$ cat src/verilog/poc_pkg.sv
// shared constants and types for the pwm output configuration stage
package poc_pkg;
  // ---------------------------------------------------------------------------
  // sizes
  // ---------------------------------------------------------------------------
  localparam int AW = 8;
  localparam int DW = 8;
  localparam int NCH = 6;
  localparam int NPAIR = 3;
  localparam int IW = 3;

  // ---------------------------------------------------------------------------
  // register offsets
  // ---------------------------------------------------------------------------
  localparam logic [AW-1:0] ADDR_CFG0 = 8'h00;
  localparam logic [AW-1:0] ADDR_CFG1 = 8'h01;
  localparam logic [AW-1:0] ADDR_CFG2 = 8'h02;
  localparam logic [AW-1:0] ADDR_CFG3 = 8'h03;
  localparam logic [AW-1:0] ADDR_VAL0 = 8'h10;
  localparam logic [AW-1:0] ADDR_VAL5 = 8'h15;

  // ---------------------------------------------------------------------------
  // field positions and writable masks
  // ---------------------------------------------------------------------------
  localparam int LOCK_BIT = 7;
  localparam int ACCEL_BIT = 7;
  localparam int WAIT_BIT = 7;
  localparam int FRZ_BIT = 6;
  localparam int VLM_HI = 4;
  localparam int VLM_LO = 3;
  localparam logic [DW-1:0] CFG0_PROT_MASK = 8'h07;
  localparam logic [DW-1:0] CFG1_MASK = 8'hBF;
  localparam logic [DW-1:0] CFG2_MASK = 8'h3F;
  localparam logic [DW-1:0] CFG3_OPEN_MASK = 8'hC0;
  localparam logic [DW-1:0] CFG3_ACCEL_MASK = 8'h1F;
  localparam logic [DW-1:0] RST_VAL = 8'h00;

  // ---------------------------------------------------------------------------
  // value load modes and levels
  // ---------------------------------------------------------------------------
  localparam logic [1:0] VLM_ALL = 2'h1;
  localparam logic [1:0] VLM_FIRST4 = 2'h2;
  localparam logic [NCH-1:0] WMASK_NONE = 6'h00;
  localparam logic [NCH-1:0] WMASK_ALL = 6'h3E;
  localparam logic [NCH-1:0] WMASK_FIRST4 = 6'h0E;
  localparam logic INACTIVE_LVL = 1'b0;

  // ---------------------------------------------------------------------------
  // carriers
  // ---------------------------------------------------------------------------
  typedef struct packed {
    logic [AW-1:0] addr;
    logic [DW-1:0] wdata;
    logic wr;
    logic rd;
  } poc_bus_req_t;

  typedef logic [NCH-1:0][DW-1:0] poc_word_array_t;
endpackage : poc_pkg

$ cat src/verilog/poc_pair_stage.sv
// one channel pair: compare, complement, exchange, zero-duty force, polarity
`timescale 1ns/100ps
`default_nettype none
module poc_pair_stage (
  input wire logic [poc_pkg::DW-1:0] cnt_top,
  input wire logic [poc_pkg::DW-1:0] cnt_bot,
  input wire logic [poc_pkg::DW-1:0] val_top,
  input wire logic [poc_pkg::DW-1:0] val_bot,
  input wire logic independent,
  input wire logic exchange,
  input wire logic [1:0] zero_force,
  input wire logic [1:0] invert,
  output logic out_top,
  output logic out_bot
);
  function automatic logic active_phase(input logic [poc_pkg::DW-1:0] cnt, input logic [poc_pkg::DW-1:0] val);
    active_phase = (cnt <= val);
  endfunction : active_phase

  logic top_cmp;
  logic bot_cmp;
  logic top_raw;
  logic bot_raw;
  logic do_exchange;

  assign top_cmp = active_phase(cnt_top, val_top);
  assign bot_cmp = independent ? active_phase(cnt_bot, val_bot) : !top_cmp;
  // exchange has no meaning for two unrelated independent channels
  assign do_exchange = exchange && !independent;
  assign top_raw = (do_exchange ? bot_cmp : top_cmp) && !zero_force[0];
  assign bot_raw = (do_exchange ? top_cmp : bot_cmp) && !zero_force[1];
  // masking plus inversion may raise both sides; left to software
  assign out_top = top_raw ^ invert[0];
  assign out_bot = bot_raw ^ invert[1];
endmodule : poc_pair_stage
`default_nettype wire

$ cat src/verilog/poc_value_store.sv
// six pulse-width value words with registered read port
`timescale 1ns/100ps
`default_nettype none
module poc_value_store (
  input wire logic clk,
  input wire logic rst_b,
  input wire logic [poc_pkg::NCH-1:0] wr_en,
  input wire logic [poc_pkg::DW-1:0] wdata,
  input wire logic rd_en,
  input wire logic [poc_pkg::IW-1:0] rd_idx,
  output logic [poc_pkg::DW-1:0] rd_data,
  output poc_pkg::poc_word_array_t words
);
  poc_pkg::poc_word_array_t words_r;

  assign words = words_r;

  always_ff @(posedge clk) begin
    for (int i = 0; i < poc_pkg::NCH; i++) begin
      if (!rst_b) begin
        words_r[i] <= poc_pkg::RST_VAL;
      end else if (wr_en[i]) begin
        words_r[i] <= wdata;
      end
    end
  end

  always_ff @(posedge clk) begin
    if (!rst_b) begin
      rd_data <= poc_pkg::RST_VAL;
    end else if (rd_en) begin
      rd_data <= words_r[rd_idx];
    end
  end
endmodule : poc_value_store
`default_nettype wire

$ cat src/verilog/pwm_output_config.sv
// output configuration stage of a six-channel, three-pair pwm module
//
// Design decision made here: the strobed register port.
`timescale 1ns/100ps
`default_nettype none
module pwm_output_config (
  input wire logic clk,
  input wire logic rst_b,
  input wire logic [poc_pkg::AW-1:0] addr,
  input wire logic [poc_pkg::DW-1:0] wdata,
  input wire logic wr_stb,
  input wire logic rd_stb,
  output logic [poc_pkg::DW-1:0] rdata,
  input wire poc_pkg::poc_word_array_t cnt,
  input wire logic wait_mode,
  input wire logic freeze_mode,
  output logic [poc_pkg::NCH-1:0] pwm_out
);
  // ---------------------------------------------------------------------------
  // helpers
  // ---------------------------------------------------------------------------
  function automatic logic [poc_pkg::DW-1:0] merge(input logic [poc_pkg::DW-1:0] old_v,
                                                   input logic [poc_pkg::DW-1:0] new_v,
                                                   input logic [poc_pkg::DW-1:0] msk);
    merge = (old_v & ~msk) | (new_v & msk);
  endfunction : merge

  function automatic logic [poc_pkg::NCH-1:0] fan_mask(input logic [1:0] mode);
    case (mode)
      poc_pkg::VLM_ALL: fan_mask = poc_pkg::WMASK_ALL;
      poc_pkg::VLM_FIRST4: fan_mask = poc_pkg::WMASK_FIRST4;
      default: fan_mask = poc_pkg::WMASK_NONE;
    endcase
  endfunction : fan_mask

  // ---------------------------------------------------------------------------
  // bus decode
  // ---------------------------------------------------------------------------
  poc_pkg::poc_bus_req_t req;
  logic [poc_pkg::DW-1:0] cfg0_r;
  logic [poc_pkg::DW-1:0] cfg1_r;
  logic [poc_pkg::DW-1:0] cfg2_r;
  logic [poc_pkg::DW-1:0] cfg3_r;
  logic [poc_pkg::DW-1:0] cfg0_nxt;
  logic [poc_pkg::DW-1:0] cfg0_merged;
  logic [poc_pkg::DW-1:0] cfg1_nxt;
  logic [poc_pkg::DW-1:0] cfg3_nxt;
  logic [poc_pkg::DW-1:0] cfg3_wmask;
  logic [poc_pkg::DW-1:0] reg_rd_r;
  logic [poc_pkg::DW-1:0] reg_rd_nxt;
  logic [poc_pkg::DW-1:0] val_rd;
  logic [poc_pkg::NCH-1:0] val_wr_en;
  logic [poc_pkg::NCH-1:0] val_onehot;
  logic [poc_pkg::IW-1:0] val_idx;
  logic [poc_pkg::NCH-1:0] pair_out;
  logic [poc_pkg::NCH-1:0] pwm_out_r;
  logic hit_cfg0;
  logic hit_cfg1;
  logic hit_cfg2;
  logic hit_cfg3;
  logic hit_val;
  logic lock_r;
  logic accel;
  logic stop;
  logic sel_val_r;
  poc_pkg::poc_word_array_t words;

  assign req = '{addr: addr, wdata: wdata, wr: wr_stb, rd: rd_stb};
  assign hit_cfg0 = (req.addr == poc_pkg::ADDR_CFG0);
  assign hit_cfg1 = (req.addr == poc_pkg::ADDR_CFG1);
  assign hit_cfg2 = (req.addr == poc_pkg::ADDR_CFG2);
  assign hit_cfg3 = (req.addr == poc_pkg::ADDR_CFG3);
  assign hit_val = (req.addr >= poc_pkg::ADDR_VAL0) && (req.addr <= poc_pkg::ADDR_VAL5);
  assign val_idx = poc_pkg::IW'(req.addr - poc_pkg::ADDR_VAL0);
  assign lock_r = cfg0_r[poc_pkg::LOCK_BIT];
  assign accel = cfg1_r[poc_pkg::ACCEL_BIT];

  // ---------------------------------------------------------------------------
  // configuration registers
  // ---------------------------------------------------------------------------
  // lock bit can only be raised; pair mode bits frozen by it
  assign cfg0_merged = lock_r ? cfg0_r : merge(cfg0_r, req.wdata, poc_pkg::CFG0_PROT_MASK);
  assign cfg0_nxt = {cfg0_r[poc_pkg::LOCK_BIT] | req.wdata[poc_pkg::LOCK_BIT],
                     cfg0_merged[poc_pkg::LOCK_BIT-1:0]};
  // whole register ignores writes after lock, reads unaffected
  assign cfg1_nxt = lock_r ? cfg1_r : (req.wdata & poc_pkg::CFG1_MASK);
  assign cfg3_wmask = accel ? (poc_pkg::CFG3_OPEN_MASK | poc_pkg::CFG3_ACCEL_MASK)
                            : poc_pkg::CFG3_OPEN_MASK;
  assign cfg3_nxt = merge(cfg3_r, req.wdata, cfg3_wmask);

  always_ff @(posedge clk) begin
    if (!rst_b) begin
      cfg0_r <= poc_pkg::RST_VAL;
      cfg1_r <= poc_pkg::RST_VAL;
      cfg2_r <= poc_pkg::RST_VAL;
      cfg3_r <= poc_pkg::RST_VAL;
    end else if (req.wr) begin
      if (hit_cfg0) cfg0_r <= cfg0_nxt;
      if (hit_cfg1) cfg1_r <= cfg1_nxt;
      if (hit_cfg2) cfg2_r <= req.wdata & poc_pkg::CFG2_MASK;
      if (hit_cfg3) cfg3_r <= cfg3_nxt;
    end
  end

  // ---------------------------------------------------------------------------
  // value words with broadcast load
  // ---------------------------------------------------------------------------
  assign val_onehot = poc_pkg::NCH'(1) << val_idx;
  // a write to word zero fans out per the load mode field
  assign val_wr_en = (req.wr && hit_val) ?
                     (val_onehot | (val_onehot[0] ? fan_mask(cfg3_r[poc_pkg::VLM_HI:poc_pkg::VLM_LO])
                                                  : poc_pkg::WMASK_NONE)) : poc_pkg::WMASK_NONE;

  poc_value_store u_store (
    .clk(clk),
    .rst_b(rst_b),
    .wr_en(val_wr_en),
    .wdata(req.wdata),
    .rd_en(req.rd && hit_val),
    .rd_idx(val_idx),
    .rd_data(val_rd),
    .words(words)
  );

  // ---------------------------------------------------------------------------
  // read port
  // ---------------------------------------------------------------------------
  // unmapped offsets answer zero, value words come from the store
  assign reg_rd_nxt = hit_cfg0 ? cfg0_r :
                      hit_cfg1 ? cfg1_r :
                      hit_cfg2 ? cfg2_r :
                      hit_cfg3 ? cfg3_r : poc_pkg::RST_VAL;

  always_ff @(posedge clk) begin
    if (!rst_b) begin
      reg_rd_r <= poc_pkg::RST_VAL;
      sel_val_r <= 1'b0;
    end else if (req.rd) begin
      reg_rd_r <= reg_rd_nxt;
      sel_val_r <= hit_val;
    end
  end

  assign rdata = sel_val_r ? val_rd : reg_rd_r;

  // ---------------------------------------------------------------------------
  // pair stages
  // ---------------------------------------------------------------------------
  for (genvar p = 0; p < poc_pkg::NPAIR; p++) begin : g_pair
    poc_pair_stage u_pair (
      .cnt_top(cnt[2*p]),
      .cnt_bot(cnt[2*p+1]),
      .val_top(words[2*p]),
      .val_bot(words[2*p+1]),
      .independent(cfg0_r[p]),
      .exchange(cfg3_r[p]),
      .zero_force(cfg2_r[2*p+1:2*p]),
      .invert(cfg1_r[2*p+1:2*p]),
      .out_top(pair_out[2*p]),
      .out_bot(pair_out[2*p+1])
    );
  end

  // ---------------------------------------------------------------------------
  // low-power stop and output register
  // ---------------------------------------------------------------------------
  // generators keep running; only the pins are held inactive
  assign stop = (wait_mode && cfg3_r[poc_pkg::WAIT_BIT]) ||
                (freeze_mode && cfg3_r[poc_pkg::FRZ_BIT]);

  always_ff @(posedge clk) begin
    if (!rst_b) begin
      pwm_out_r <= {poc_pkg::NCH{poc_pkg::INACTIVE_LVL}};
    end else begin
      pwm_out_r <= stop ? {poc_pkg::NCH{poc_pkg::INACTIVE_LVL}} : pair_out;
    end
  end

  assign pwm_out = pwm_out_r;

  logic cmp0;
  logic plain0;
  assign cmp0 = (cnt[0] <= words[0]);
  assign plain0 = cfg0_r[0] && !cfg2_r[0] && !stop;

  // ---------------------------------------------------------------------------
  // reference pin levels
  // ---------------------------------------------------------------------------
  // rebuilt pin by pin from the rules so the pair stages are checked, not copied
  logic [poc_pkg::NCH-1:0] ref_pin;

  for (genvar p = 0; p < poc_pkg::NPAIR; p++) begin : g_ref
    logic top_le;
    logic bot_le;
    logic cpl;
    logic top_lvl;
    logic bot_lvl;
    assign top_le = (cnt[2*p] <= words[2*p]);
    assign bot_le = (cnt[2*p+1] <= words[2*p+1]);
    assign cpl = !cfg0_r[p];
    // complementary: bottom is the inverse of top, exchange swaps the pins
    assign top_lvl = cpl ? (cfg3_r[p] ? !top_le : top_le) : top_le;
    assign bot_lvl = cpl ? (cfg3_r[p] ? top_le : !top_le) : bot_le;
    assign ref_pin[2*p] = (top_lvl && !cfg2_r[2*p]) ^ cfg1_r[2*p];
    assign ref_pin[2*p+1] = (bot_lvl && !cfg2_r[2*p+1]) ^ cfg1_r[2*p+1];
  end
endmodule : pwm_output_config
`default_nettype wire
$ cat config.mk
export PLATFORM = sky130hd
export DESIGN_NAME = pwm_output_config
export DESIGN_NICKNAME = d
export VERILOG_FILES = /design/src/verilog/poc_pkg.sv /design/src/verilog/poc_pair_stage.sv /design/src/verilog/poc_value_store.sv /design/src/verilog/pwm_output_config.sv
export SDC_FILE = /design/constraint.sdc
export NUM_CORES = 1
export LEC_CHECK = 0
export ABC_AREA = 1
export BUFFER_PORTS_ARGS = -buffer_cell sky130_fd_sc_hd__buf_2
export CAP_MARGIN = 20
export CELL_PAD_IN_SITES_DETAIL_PLACEMENT = 1
export CELL_PAD_IN_SITES_GLOBAL_PLACEMENT = 2
export CORE_MARGIN = 2
export CORE_UTILIZATION = 30
export DETAILED_ROUTE_END_ITERATION = 16
export PLACE_DENSITY = 0.79
export SKIP_CTS_REPAIR_TIMING = 1
export SLEW_MARGIN = 20
export SYNTH_ARGS = -nofsm -noshare
export SYNTH_HDL_FRONTEND = slang
export SYNTH_SLANG_ARGS = --single-unit
export TNS_END_PERCENT = 10
$ cat constraint.sdc
create_clock -name clk -period 1.7 [get_ports clk]
set_input_delay 0.255 -clock clk [delete_from_list [all_inputs] [get_ports clk]]
set_output_delay 0.255 -clock clk [all_outputs]
set_load 0.01 [all_outputs]
==> results.md <==
- Post-synth top area share: 34.0%
- Largest net degree at the start of global routing: 30
- Compound-Gate Fraction of Synth Area: 22.4%
- Port Buf Inserts: 83
- Post-route ant nets: 0
- # nets final: 997
- Via/cell ratio: 4.88
- Final wirelength: 19300 um
- Mapped Cells: 778
- Max Cap Viol: 0
- Worst-skew pair later-pin latency: 360 ps
- # IOs: 84
- CP max stage delay: 310 ps
- Final Power: 0.00482 W
- Initial antenna violation count: 0
- Top-count cell post-synth: nand2_1
- Clk slew on worst S/H paths: 70 ps
- Core area: 18100 um^2
- DP Worst Slack: -53.4 ps
- GP Congestion: 0.886
- CTS tree: yes
- Actual slew at the worst max-slew pin: 496 ps
- Clock skew: 9.14 ps
- Initial Utilization: 30.8%
- Critical path type: reg -> reg
- Post-synth EDFFs: 0
- DP HPWL: 14700 um
- Cell variety after synth: 37
- CTS Buf Count: 9
- DRC: 0
- Final Util: 38.4%
- Main area contributors after synthesis: dfxtp_1, ha_1, a21oi_1
- Critical path data required time: 1980 ps
- Area grow syn2layout: 24.7%
- Row cnt: 49
- Synthesized net count: 897
- Avg Cell Area, Syn: 7.19 um^2
- Setup violations, final: 1
- Status: finished with violations
- Start point of the worst hold path: rd_stb
- Simple-gate share of the synthesized area: 19.9%
- CTS root buf: clkbuf_16
- Clock buffer depth: 2
- Ys async rst share: 0%
- Post-synthesis xor/xnor area fraction: 0%
- Crit Reg-Reg Endpoint: pwm_out[1]
- Hold slack: 248 ps
- Post-Synth Adder-Cell Area: 11.0%
- Reg2reg start: u_store.words[13]
- WP buf/inv: 2
- Die Width: 141 um
- Crit-path cells: inv_1 > ha_1 > a21oi_1 > nor2_1 > nor2_2 > nand2_1 > a21oi_1 > nand3_1 > nand2_1 > inv_1 > nor2_2
- Congestion Overflow GR: 0
- Seq/Total Area, Yosys: 34.0%
- Hold Path Sink: reg_rd_r[7]
- Share of layout cells above drive strength 1: 28.3%
- First-pass DRT Iterations: 4
- Failing checks: negative setup slack
- Worst hold path class: in -> reg
- Mapped Area: 5590 um^2
- Total number of vias: 5429
- First-pass GRT wire length: 29500 um
- Mux contribution to synthesized area: 1.21%
- LEAKAGE: 2.99 nW
- Yosys warns: 0
- Startpoint Class: flip-flop
- Minimum clock period: 1700 ps
- R2R cell count: 11
- WP data arrival: 1980 ps
- Die height: 141 um
- RSZ-0062 raised after global routing: yes
- FF+latch count, synth: 95
- Fmax: 588 MHz
- Clock tree sinks: 95
- Max VDD drop: 0.000533 V
- Slew Viols, Final: 0
- Critical path's slowest cell: dfxtp_1
- Vias in the first global route: 5378
- Post-route cell area: 6970 um^2
- Largest family of logic cells by synthesized area: compound AO/OA/AOI/OAI gates
- Main flop type after synthesis: dfxtp_1
- Post-synth top cells: nand2_1, inv_1, a21oi_1, dfxtp_1, nor2_1
- Die area: 19700 um^2
- Iteration-0 DRC Markers: 279
- Slew HR: 66.8%
- Worst path top cell family by delay: simple AND/OR/NAND/NOR gates
- Placed cell area: 6370 um^2
- Antenna Cells: 0
- Hold Fails Final Rpt: 0
- WL per Instance: 17.4 um
- H-tree depth: 3
- Crit end category: flip-flop
- GRT Total Usage: 19.6%
- Final Cycle Share: 100%
- Hold path depth: 3
- PwrDens: 692 nW/um^2
- Area leader, netlist: dfxtp_1
- Flop2flop setup slack: -0.8 ps
- Crit-path max FO: 3
- Fin worst setup slack: -0.814 ps
[cells in the final DEF (no fill, tap or decap), drive strengths merged]
cell,netlist,routed
nand4,3,3
nor2,89,89
o211a,1,1
a211oi,6,6
a31oi,1,1
o221ai,1,1
a21oi,108,108
inv,123,123
mux2,6,6
a32oi,6,6
buf,15,116
clkinv,0,2
nand2,138,138
nor3,2,2
o21ai,73,73
o22ai,19,19
o211ai,2,2
clkinvlp,0,1
clkbuf,12,13
a221oi,1,1
ha,49,49
nand3,22,22
a21o,6,6
dfxtp,95,95
[registers in the layout (all words and copies together), names as in the netlist]
| signal | flops |
|---|---|
| cfg0_r | 4 |
| cfg1_r | 7 |
| cfg2_r | 6 |
| cfg3_r | 7 |
| pwm_out | 6 |
| reg_rd_r | 8 |
| sel_val_r | 1 |
| u_store.rd_data | 8 |
| u_store.words | 48 |
[per-stage QoR]
step	TNS, ps	instances
global placement	-99.0	1094
floorplan	0	778
global route	-231	1112
finish	-0.814	1112
CTS	-251	1110
detailed placement	-160	1094
[power by group]
part / total (W) / internal, W / switching (W) / leakage (nW)
combinational: 0.000607 / 0.000232 / 0.000375 / 2.08
sequential: 0.00224 / 0.00224 / 0.00000695 / 0.775
clock: 0.00197 / 0.00107 / 0.000903 / 0.136
[area by class of cell]
type	instances	area, um^2
multi-input cells	533	3330
clock inverters	3	17.5
fillers	2281	11200
well taps	229	287
flip-flops and latches	95	1920
repair buffers	116	676
clock buffers	13	260
inverters	123	477
[worst max path at each step]
stage / startpoint / to / slack, ps / depth (start not counted)
final: u_store.words[13] / pwm_out[1] / -0.8 / 11
after floorplan: addr[0] / u_store.words[22] / 260 / 10
after global routing: u_store.words[15] / pwm_out[1] / -70 / 12
after global placement: u_store.words[7] / pwm_out[1] / -70 / 10
after CTS: u_store.words[7] / pwm_out[1] / -80 / 10
after detailed placement: u_store.words[7] / pwm_out[1] / -50 / 10
[tightest hold or removal path, stage by stage]
cell and delay (ps):
buf_2 160, nand2_1 80, a21oi_1 50
[per-layer routing]
layer | part of all wire [%] | up-vias | routed length, um | track usage [%]
li1 | - | 2766 | - | -
met2 | 46 | 112 | 8920 | 32.0
met3 | 3.4 | 14 | 653 | 2.97
met1 | 49 | 2537 | 9520 | 27.2
met5 | 0 | - | 0 | 0
met4 | 1.2 | 0 | 226 | 4.95
[logic make-up after synthesis]
kind of cell / count (synthesis)
multiplexers: 6
buffers and inverters: 150
AO/OA/AOI/OAI: 224
adder cells (fa/ha/maj): 49
AND/OR/NAND/NOR: 254
flip-flops: 95
(Power assumes the default switching activity.)
